**src/dafd_pkg.sv**
```systemverilog
// What this block does
// - Low four function bits select the operation
// - Commands accepted only while interface not busy
// - Code E pseudo output latches file pointer
// - Input code 0 returns pointed file register
// - Code 1 posts request flag per bit 4
// - Code 1 bits 5,6 clear seek flags
// - Any seek clears seek-complete status
// - Seek-initiated sets at seek, clears at end
// - Drive request needs idle and formatter selected
// - Drive request leaves drive selection unchanged
// - Code 8 value 0001 resets interface conditions
// - Other code 8 sets enables, forwards connects
// - Code 3 selects one of sixteen drives
// - Codes D/E load 18-bit word address
// - Code C clears flagged status bits 0-6
// - Code 7 stores head/sector value
// - Code 5 stores cylinder, starts seek
// - Code C 0080 homes heads, clears seek error
// - Code 6 zero erases selected track
// - Code A starts write, data or address
// - Code 9 starts read, data or address
// - Code B manipulates ECC bytes per bits 4,5
// - Input code A returns ECC bits 11-18
// - Zero count transfers use 64 FIFO words
// - Code F echoes eight bits via formatter
// - Code 4 echo needs bit 7, returns 0-6
// - Zero word count makes next transfer test-mode
package dafd_pkg;
  // Register byte offsets
  localparam logic [7:0] OFS_PARAM = 8'h00;
  localparam logic [7:0] OFS_CMD = 8'h04;
  localparam logic [7:0] OFS_RESULT = 8'h08;
  localparam logic [7:0] OFS_STATUS = 8'h0C;
  // Command register fields
  localparam int CMD_DIR_BIT = 8;
  // Function codes
  localparam logic [3:0] FN_0 = 4'h0;
  localparam logic [3:0] FN_REQ = 4'h1;
  localparam logic [3:0] FN_POLL = 4'h2;
  localparam logic [3:0] FN_SEL = 4'h3;
  localparam logic [3:0] FN_DECHO = 4'h4;
  localparam logic [3:0] FN_CYL = 4'h5;
  localparam logic [3:0] FN_FMT = 4'h6;
  localparam logic [3:0] FN_HS = 4'h7;
  localparam logic [3:0] FN_DIR = 4'h8;
  localparam logic [3:0] FN_RD = 4'h9;
  localparam logic [3:0] FN_WR = 4'hA;
  localparam logic [3:0] FN_ECC = 4'hB;
  localparam logic [3:0] FN_STC = 4'hC;
  localparam logic [3:0] FN_ADLO = 4'hD;
  localparam logic [3:0] FN_ADHI = 4'hE;
  localparam logic [3:0] FN_CECHO = 4'hF;
  // Parameter values and bit positions
  localparam logic [15:0] PV_ZERO = 16'h0000;
  localparam logic [15:0] PV_RESET = 16'h0001;
  localparam logic [15:0] PV_ADDR = 16'h0080;
  localparam int request_flag_control_bit = 4;
  localparam int PB_CLR_CMPL = 5;
  localparam int PB_CLR_INIT = 6;
  localparam int PB_ECHO_ARM = 7;
  localparam int PB_FILE_SEL = 8;
  localparam int PB_ECC_SHIFT = 4;
  localparam int PB_ECC_CLR = 5;
  localparam int PB_POLL_GROUP = 3;
  // Test-mode FIFO transfer length
  localparam logic [15:0] TEST_WORDS = 16'h0040;
  // Busy state machine
  typedef enum logic [2:0] {
    ST_IDLE = 3'b001,
    ST_CF = 3'b010,
    ST_XFER = 3'b100
  } state_type;
endpackage

```
**src/dafd_top.sv**
```systemverilog
// Local design decisions: the register offsets and the APB register port.
`timescale 1ns/1ps
module dafd_top
  import dafd_pkg::*;
(
  input wire logic I_CORE_CLK,
  input wire logic I_RST_N,
  input wire logic I_PSEL,
  input wire logic I_PENABLE,
  input wire logic I_PWRITE,
  input wire logic [7:0] I_PADDR,
  input wire logic [31:0] I_PWDATA,
  output logic [31:0] O_PRDATA,
  output logic O_PREADY,
  output logic O_PSLVERR,
  input wire logic I_CF_SELECTED,
  input wire logic I_CF_DONE,
  input wire logic [15:0] I_CF_RDATA,
  output logic O_CF_REQ,
  output logic [3:0] O_CF_FUNC,
  output logic [15:0] O_CF_WDATA,
  output logic [3:0] O_CF_UNIT,
  input wire logic [15:0] I_SEEK_END,
  input wire logic I_SEEK_ERR,
  input wire logic [6:0] I_STATUS_SET,
  input wire logic I_ECC_LOAD,
  input wire logic [18:0] I_ECC_DATA,
  output logic O_XFER_START,
  output logic O_XFER_WRITE,
  output logic O_XFER_ADDR_FIELD,
  output logic O_XFER_TEST,
  output logic [15:0] O_XFER_LEN,
  output logic [17:0] O_XFER_ADDR,
  input wire logic I_XFER_DONE,
  output logic [15:0] O_IRQ_ENABLE,
  output logic O_BUSY
);

  // Decoded request of one APB write to the command word
  logic cmd_wr; // Command write taken this cycle
  logic [3:0] primary_function_code; // Low four function bits
  logic is_out; // Output (from host) when high
  logic accept; // Command taken by the idle interface

  // Register state
  state_type state, next_state; // Busy sequencer
  logic [15:0] param, next_param; // Parameter word
  logic [15:0] result, next_result; // Input data to host
  logic [3:0] file_ptr, next_file_ptr; // Working register pointer
  logic [7:0] file_mem [16]; // Sixteen working registers
  logic [3:0] unit, next_unit; // Selected logical drive
  logic [15:0] word_cnt, next_word_cnt; // Buffer length
  logic [17:0] mem_addr, next_mem_addr; // Current word address
  logic [15:0] head_sec, next_head_sec; // Head/sector register
  logic [15:0] cyl, next_cyl; // Cylinder register
  logic [15:0] seek_init, next_seek_init; // Seek-initiated per drive
  logic [15:0] seek_cmpl, next_seek_cmpl; // Seek-complete per drive
  logic seek_err, next_seek_err; // Seek error status
  logic [6:0] gen_stat, next_gen_stat; // General/error status
  logic [15:0] irq_en, next_irq_en; // Interrupt enables
  logic [18:0] ecc, next_ecc; // Error-correction pattern
  logic [7:0] cf_echo, next_cf_echo; // Formatter echo pattern
  logic [6:0] dr_echo, next_dr_echo; // Drive echo pattern
  logic [3:0] cf_op, next_cf_op; // Function pending at formatter
  logic refused, next_refused; // Sticky: command refused
  logic cf_req, next_cf_req; // Formatter strobe
  logic [3:0] cf_func, next_cf_func; // Formatter function
  logic [15:0] cf_wdata, next_cf_wdata; // Formatter data
  logic xs, next_xs; // Transfer start strobe
  logic xw, next_xw; // Transfer is a write
  logic xa, next_xa; // Transfer on address field
  logic xt, next_xt; // Transfer is FIFO test
  logic [15:0] xlen, next_xlen; // Transfer length
  logic [17:0] xaddr, next_xaddr; // Start address held for the transfer
  logic [31:0] prdata, next_prdata; // Registered read data

  // Selects the read-back word for an APB address
  function automatic logic [31:0] rd_mux(input logic [7:0] a,
                                          input logic [15:0] p,
                                          input logic [15:0] r,
                                          input logic [31:0] s);
    case (a)
      OFS_PARAM: rd_mux = {16'h0000, p};
      OFS_RESULT: rd_mux = {16'h0000, r};
      OFS_STATUS: rd_mux = s;
      default: rd_mux = 32'h0000_0000;
    endcase
  endfunction

  // Test whether an address maps to a register
  function automatic logic mapped(input logic [7:0] a);
    mapped = (a == OFS_PARAM) || (a == OFS_CMD) ||
             (a == OFS_RESULT) || (a == OFS_STATUS);
  endfunction

  // Decode of the command write
  always_comb begin
    cmd_wr = I_PSEL && I_PENABLE && I_PWRITE && (I_PADDR == OFS_CMD);
    primary_function_code = I_PWDATA[3:0];
    is_out = I_PWDATA[CMD_DIR_BIT];
    accept = cmd_wr && (state == ST_IDLE);
  end

  // Next values of all control state
  always_comb begin
    next_state = state;
    next_param = param;
    next_result = result;
    next_file_ptr = file_ptr;
    next_unit = unit;
    next_word_cnt = word_cnt;
    next_mem_addr = mem_addr;
    next_head_sec = head_sec;
    next_cyl = cyl;
    next_seek_init = seek_init;
    next_seek_cmpl = seek_cmpl;
    next_seek_err = seek_err;
    next_gen_stat = gen_stat;
    next_irq_en = irq_en;
    next_ecc = ecc;
    next_cf_echo = cf_echo;
    next_dr_echo = dr_echo;
    next_cf_op = cf_op;
    next_refused = refused;
    next_cf_req = 1'b0;
    next_cf_func = cf_func;
    next_cf_wdata = cf_wdata;
    next_xs = 1'b0;
    next_xw = xw;
    next_xa = xa;
    next_xt = xt;
    next_xlen = xlen;
    next_xaddr = xaddr;
    next_prdata = prdata;
    // Read data is captured in the setup phase
    if (I_PSEL && !I_PENABLE) begin
      next_prdata = rd_mux(I_PADDR, param,
                           result, {24'h00_0000, state == ST_XFER, seek_err, refused,
                                    4'h0, state != ST_IDLE});
    end
    // Parameter word written by software
    if (I_PSEL && I_PENABLE && I_PWRITE && (I_PADDR == OFS_PARAM)) begin
      next_param = I_PWDATA[15:0];
    end
    // Busy commands are refused and flagged
    if (cmd_wr && !accept) begin
      next_refused = 1'b1;
    end
    // Completion from the formatter
    if (state == ST_CF && I_CF_DONE) begin
      next_state = ST_IDLE;
      if (cf_op == FN_CECHO) begin
        next_cf_echo = I_CF_RDATA[7:0];
      end else if (cf_op == FN_DECHO) begin
        next_dr_echo = I_CF_RDATA[6:0];
      end
      next_result = I_CF_RDATA;
    end
    // Completion of a memory transfer
    if (state == ST_XFER && I_XFER_DONE) begin
      next_state = ST_IDLE;
    end
    // Hardware status events
    if (I_ECC_LOAD) begin
      next_ecc = I_ECC_DATA;
    end
    // Accepted output commands
    if (accept && is_out) begin
      next_cf_func = primary_function_code;
      next_cf_wdata = param;
      next_cf_op = primary_function_code;
      case (primary_function_code)
        FN_0: begin
          next_word_cnt = param;
        end
        FN_REQ: begin
          if (I_CF_SELECTED) begin
            // Only a flag is posted; unit stays as is
            next_cf_req = 1'b1;
            next_state = ST_CF;
            if (param[PB_CLR_CMPL]) begin
              next_seek_cmpl[param[3:0]] = 1'b0;
            end
            if (param[PB_CLR_INIT]) begin
              next_seek_init[param[3:0]] = 1'b0;
            end
          end else begin
            next_refused = 1'b1;
          end
        end
        FN_SEL: begin
          next_unit = param[3:0];
          next_cf_req = 1'b1;
          next_state = ST_CF;
        end
        FN_DECHO: begin
          if (param[PB_ECHO_ARM]) begin
            next_cf_wdata = {9'h000, param[6:0]};
            next_cf_req = 1'b1;
            next_state = ST_CF;
          end else begin
            next_refused = 1'b1;
          end
        end
        FN_CYL: begin
          next_cyl = param;
          next_seek_init[unit] = 1'b1;
          next_seek_cmpl[unit] = 1'b0;
          next_cf_req = 1'b1;
          next_state = ST_CF;
        end
        FN_FMT: begin
          if (param == PV_ZERO) begin
            next_cf_req = 1'b1;
            next_state = ST_CF;
          end else begin
            next_refused = 1'b1;
          end
        end
        FN_HS: begin
          next_head_sec = param;
        end
        FN_DIR: begin
          if (param == PV_RESET) begin
            next_irq_en = 16'h0000;
            next_gen_stat = 7'h00;
            next_seek_err = 1'b0;
            next_refused = 1'b0;
          end else begin
            next_irq_en = param;
            next_cf_req = 1'b1;
            next_state = ST_CF;
          end
        end
        FN_RD, FN_WR: begin
          if (param == PV_ZERO || param == PV_ADDR) begin
            // Zero count means a FIFO test of fixed size
            next_xt = (word_cnt == 16'h0000);
            next_xlen = next_xt ? TEST_WORDS : word_cnt;
            next_xw = (primary_function_code == FN_WR);
            next_xa = (param == PV_ADDR);
            next_xs = 1'b1;
            next_xaddr = mem_addr;
            next_state = ST_XFER;
          end else begin
            next_refused = 1'b1;
          end
        end
        FN_ECC: begin
          if (param[PB_ECC_CLR]) begin
            next_ecc = 19'h0_0000;
          end else if (param[PB_ECC_SHIFT]) begin
            next_ecc = {ecc[10:0], 8'h00};
          end
        end
        FN_STC: begin
          if (param == PV_ADDR) begin
            next_seek_err = 1'b0;
            next_cf_req = 1'b1;
            next_state = ST_CF;
          end else begin
            next_gen_stat = gen_stat & ~param[6:0];
          end
        end
        FN_ADLO: begin
          next_mem_addr = {mem_addr[17:16], param};
        end
        FN_ADHI: begin
          if (param[PB_FILE_SEL]) begin
            next_file_ptr = param[3:0];
          end else begin
            next_mem_addr = {param[1:0], mem_addr[15:0]};
          end
        end
        default: begin
          // Poll and formatter echo go to the formatter
          next_cf_req = 1'b1;
          next_state = ST_CF;
        end
      endcase
    end
    // Accepted input commands answer from local state
    if (accept && !is_out) begin
      case (primary_function_code)
        FN_0: next_result = {8'h00, file_mem[file_ptr]};
        FN_DECHO: next_result = {9'h000, dr_echo};
        // Seek flags of one group of eight drives: initiated high byte, complete low byte
        FN_POLL: next_result = param[PB_POLL_GROUP] ? {seek_init[15:8], seek_cmpl[15:8]}
                                                    : {seek_init[7:0], seek_cmpl[7:0]};
        FN_CYL: next_result = cyl;
        FN_HS: next_result = head_sec;
        FN_WR: next_result = {8'h00, ecc[18:11]};
        FN_CECHO: next_result = {8'h00, cf_echo};
        default: next_result = {9'h000, gen_stat};
      endcase
    end
    // Seek end clears initiated, sets complete
    next_seek_cmpl = next_seek_cmpl | I_SEEK_END;
    next_seek_init = next_seek_init & ~I_SEEK_END;
    // Set wins over the clears above
    next_gen_stat = next_gen_stat | I_STATUS_SET;
    next_seek_err = next_seek_err | I_SEEK_ERR;
  end

  // Working registers take formatter replies by function slot
  always_ff @(posedge I_CORE_CLK) begin
    if (state == ST_CF && I_CF_DONE) begin
      file_mem[cf_op] <= I_CF_RDATA[7:0];
    end
  end

  // State registers
  always_ff @(posedge I_CORE_CLK or negedge I_RST_N) begin
    if (!I_RST_N) begin
      state <= ST_IDLE;
      param <= 16'h0000;
      result <= 16'h0000;
      file_ptr <= 4'h0;
      unit <= 4'h0;
      word_cnt <= 16'h0000;
      mem_addr <= 18'h0_0000;
      head_sec <= 16'h0000;
      cyl <= 16'h0000;
      seek_init <= 16'h0000;
      seek_cmpl <= 16'h0000;
      seek_err <= 1'b0;
      gen_stat <= 7'h00;
      irq_en <= 16'h0000;
      ecc <= 19'h0_0000;
      cf_echo <= 8'h00;
      dr_echo <= 7'h00;
      cf_op <= 4'h0;
      refused <= 1'b0;
      cf_req <= 1'b0;
      cf_func <= 4'h0;
      cf_wdata <= 16'h0000;
      xs <= 1'b0;
      xw <= 1'b0;
      xa <= 1'b0;
      xt <= 1'b0;
      xlen <= 16'h0000;
      xaddr <= 18'h0_0000;
      prdata <= 32'h0000_0000;
    end else begin
      state <= next_state;
      param <= next_param;
      result <= next_result;
      file_ptr <= next_file_ptr;
      unit <= next_unit;
      word_cnt <= next_word_cnt;
      mem_addr <= next_mem_addr;
      head_sec <= next_head_sec;
      cyl <= next_cyl;
      seek_init <= next_seek_init;
      seek_cmpl <= next_seek_cmpl;
      seek_err <= next_seek_err;
      gen_stat <= next_gen_stat;
      irq_en <= next_irq_en;
      ecc <= next_ecc;
      cf_echo <= next_cf_echo;
      dr_echo <= next_dr_echo;
      cf_op <= next_cf_op;
      refused <= next_refused;
      cf_req <= next_cf_req;
      cf_func <= next_cf_func;
      cf_wdata <= next_cf_wdata;
      xs <= next_xs;
      xw <= next_xw;
      xa <= next_xa;
      xt <= next_xt;
      xlen <= next_xlen;
      xaddr <= next_xaddr;
      prdata <= next_prdata;
    end
  end

  // Port drive
  always_comb begin
    O_PRDATA = prdata;
    O_PREADY = 1'b1;
    O_PSLVERR = I_PSEL && I_PENABLE && !mapped(I_PADDR);
    O_CF_REQ = cf_req;
    O_CF_FUNC = cf_func;
    O_CF_WDATA = cf_wdata;
    O_CF_UNIT = unit;
    O_XFER_START = xs;
    O_XFER_WRITE = xw;
    O_XFER_ADDR_FIELD = xa;
    O_XFER_TEST = xt;
    O_XFER_LEN = xlen;
    O_XFER_ADDR = xaddr;
    O_IRQ_ENABLE = irq_en;
    O_BUSY = (state != ST_IDLE);
  end

endmodule

```
**config.mk**
```make
export PLATFORM = sky130hd
export DESIGN_NAME = dafd_top
export DESIGN_NICKNAME = d
export VERILOG_FILES = /design/src/dafd_pkg.sv /design/src/dafd_top.sv
export SDC_FILE = /design/constraint.sdc
export NUM_CORES = 1
export LEC_CHECK = 0
export ABC_AREA = 1
export BUFFER_PORTS_ARGS = -buffer_cell sky130_fd_sc_hd__buf_2
export CELL_PAD_IN_SITES_DETAIL_PLACEMENT = 0
export CELL_PAD_IN_SITES_GLOBAL_PLACEMENT = 2
export CORE_AREA = 2 2 243 245
export DETAILED_ROUTE_END_ITERATION = 8
export DIE_AREA = 0 0 245 247
export GPL_ROUTABILITY_DRIVEN = 1
export PLACE_DENSITY = 0.74
export SETUP_SLACK_MARGIN = 0.3
export SLEW_MARGIN = 25
export SYNTH_ARGS = -nofsm -noshare
export SYNTH_HDL_FRONTEND = slang
export SYNTH_SLANG_ARGS = --single-unit
export TNS_END_PERCENT = 1
```
**constraint.sdc**
```tcl
create_clock -name I_CORE_CLK -period 2.8 [get_ports I_CORE_CLK]
set_clock_uncertainty 0.1 [all_clocks]
set_input_delay 0.56 -clock I_CORE_CLK [delete_from_list [all_inputs] [get_ports I_CORE_CLK]]
set_output_delay 0.56 -clock I_CORE_CLK [all_outputs]
set_load 0.02 [all_outputs]
```
==> run metrics <==
leakage power=10.74 nW; Synth-to-Final Area Change=19.24%; Yosys warning total=0; Crit-path slowest cell=dfstp_2; Die H=247 um; hold crit path type=input port to register; Max Buffers Root-to-Sink=3; setup ws final=0.3270 ns; layout cells sized above 1=17.04%; DR vias=15560; clk sink count=403; CTS buffer count=46; placer congestion estimate=0.8949; Starting Density=32.37%; Pwr per Cell Area=563.0 nW/um^2; Root Buffer=clkbuf_16; post-route insts no fill=3231; DR pass1 iterations=6; Pwr Total=12.66 mW; Buf+Inv Stages, Crit Path=3; synthesized flop and latch total=403; minimum clock period=2.473 ns; status=finished clean; Final Max Tran Viols=0; Largest stage delay, worst path=0.53 ns; TNS Setup=0 ns; num ports=222; later-pin clock latency in the skew report=0.59 ns; worst path required time=2.14 ns; Setup WS pre-CTS=-0.001694 ns; DP HPWL=45.53 mm; grt total ovfl=0; syn_area_per_cell=8.584 um^2; launching element type of the critical path=register; Final setup violation count=0; worst slew pin tran=0.7252 ns; RSZ-0062 raised after global routing=yes; post-route core utilization=38.60%; largest net degree at the start of global routing=65; final net count=2526; PortBufs=188; peak fanout along the critical path=4; Crit path max-delay family=flip-flops; Final Hold Viols=0; hold_ws=0.07181 ns; period utilization=88.32%; Rel. slew slack=51.47%; Post-Layout Inst Area=22480 um^2; Die Width=245 um; Worst Setup End Kind=output port; Via density=4.815; DRC viols=0; most common library cell in the layout ignoring fill and taps=nand2_1; fill count=6010; initial DRC count=1398; WS Path Type=register to output port; Syn Inst Count=2196; Global Route Usage Sum=21.55%; Yosys cell types=49; Routed Antenna Nets=0; num rows=89; worst vdd ir=412.5 uV; Die ar.=60520 um^2; Post-Route WL=64.97 mm; Seq/Total Area, Yosys=56.90%; global-route wire length before repair=96.60 mm; Post-Syn Area=18850 um^2; CP Cell Sequence=inv_1 -> nor3_4 -> inv_2 -> buf_2; DP Area=20880 um^2; initial antenna violation count=6; H-tree depth=2; vias in the first global route=15370; max cap viols=0; WL/cell=20.11 um; core area=58240 um^2; placed insts=3138; Worst-path clk slew=0.07 ns; maximum clock rate=404.4 MHz; CTS tree=yes; Data arrival, critical path=1.81 ns; commonest non-fill, non-tap cells in the layout=675 x nand2_1, 273 x dfrtp_1, 238 x inv_1
[path summary, 6_finish.rpt]
check	end	slack (ns)	cells after the start	startpoint
setup / recovery	O_BUSY	0.33	4	state[0]
hold / removal	gen_stat[4]	0.07	3	I_STATUS_SET[4]
setup reg to reg	ecc[2]	0.33	9	state[0]
hold reg to reg	O_XFER_LEN[15]	0.37	2	O_XFER_LEN[15]
max in group asynchronous	param[0]	1.31	3	I_RST_N
min in group asynchronous	O_XFER_LEN[5]	0.40	2	I_RST_N
[registers in the layout, indices dropped and copies added (netlist names), 18 cells and up]
register,cells
ecc,19
mem_addr,18
file_mem,128
O_XFER_ADDR,18
[layout make-up]
cell class / instances / area [um^2] / area share [%]
flip-flops and latches: 403 / 10730 / 47.73
multi-input cells: 1441 / 6676 / 29.70
repair buffers: 269 / 1637 / 7.281
clock buffers: 63 / 1306 / 5.811
inverters: 257 / 970.9 / 4.320
well taps: 773 / 967.2 / 4.303
clock inverters: 20 / 180.2 / 0.8016
diodes: 5 / 12.51 / 0.05566
[routing by layer]
metal	share of wire (%)	global-route usage [%]	vias to the layer above
met4	3.6	7.981	0
met1	44	28.25	7528
met3	4.6	3.234	112
met2	48	36.07	389
met5	0	0	-
li1	-	-	7527
[synthesized netlist by cell type, drive strengths merged]
cell    number  area, um^2
o21ai      216        1137
nand3      167       875.8
a41oi        1       8.760
a21oi       64       324.1
clkinv       7       27.52
o311ai       4       35.03
a21boi       1       7.510
edfxtp     128        3844
a22oi        2       15.01
o31ai        9       67.56
nand4       11       90.08
o22ai       10       62.56
a211oi       1       7.510
nand2      683        2594
nor4         2       12.51
a31oi       10       62.56
buf         64       416.7
nor2       180       750.7
dfstp        1       26.28
nand3b       7       52.55
nor3        11       76.33
conb         2       7.510
mux2        12       135.1
dfrtp      274        6857
a21o         1       7.510
o211ai      29       217.7
clkbuf      46       172.7
and2         1       6.260
inv        250       938.4
or2          2       15.02
[power breakdown]
group	switching, mW	total [mW]	internal [mW]
logic	0.424	0.574	0.150
registers	0.0195	6.14	6.12
clock network	2.49	5.94	3.46
[repair_timing]
| item | CTS | global route |
|---|---|---|
| resized for setup | 2 | 8 |
| endpoints found under the setup margin | 70 | 119 |
| hold endpoints to repair | 44 | 0 |
| pin swaps | 0 | 1 |
| hold buffers | 1 | 0 |
| buffers inserted | 0 | 4 |
[worst register-to-register path, delay by kind of cell (launching register included)]
kind / cells / cell delay, ns
buf+inv: 4 / 0.70
flops: 1 / 0.53
simple gates: 5 / 1.01
[cells by family (layout without fill, tap and decap cells)]
| group | Yosys count | after routing | synth area share [%] |
|---|---|---|---|
| buffers and inverters | 367 | 609 | 8.250 |
| AND/OR/NAND/NOR | 1064 | 1064 | 23.73 |
| multiplexers | 12 | 12 | 0.7168 |
| other | 2 | 22 | 0.03984 |
| AO/OA/AOI/OAI | 348 | 348 | 10.36 |
| flip-flops | 403 | 403 | 56.90 |
Note: power is estimated with default switching activity, not from simulation.
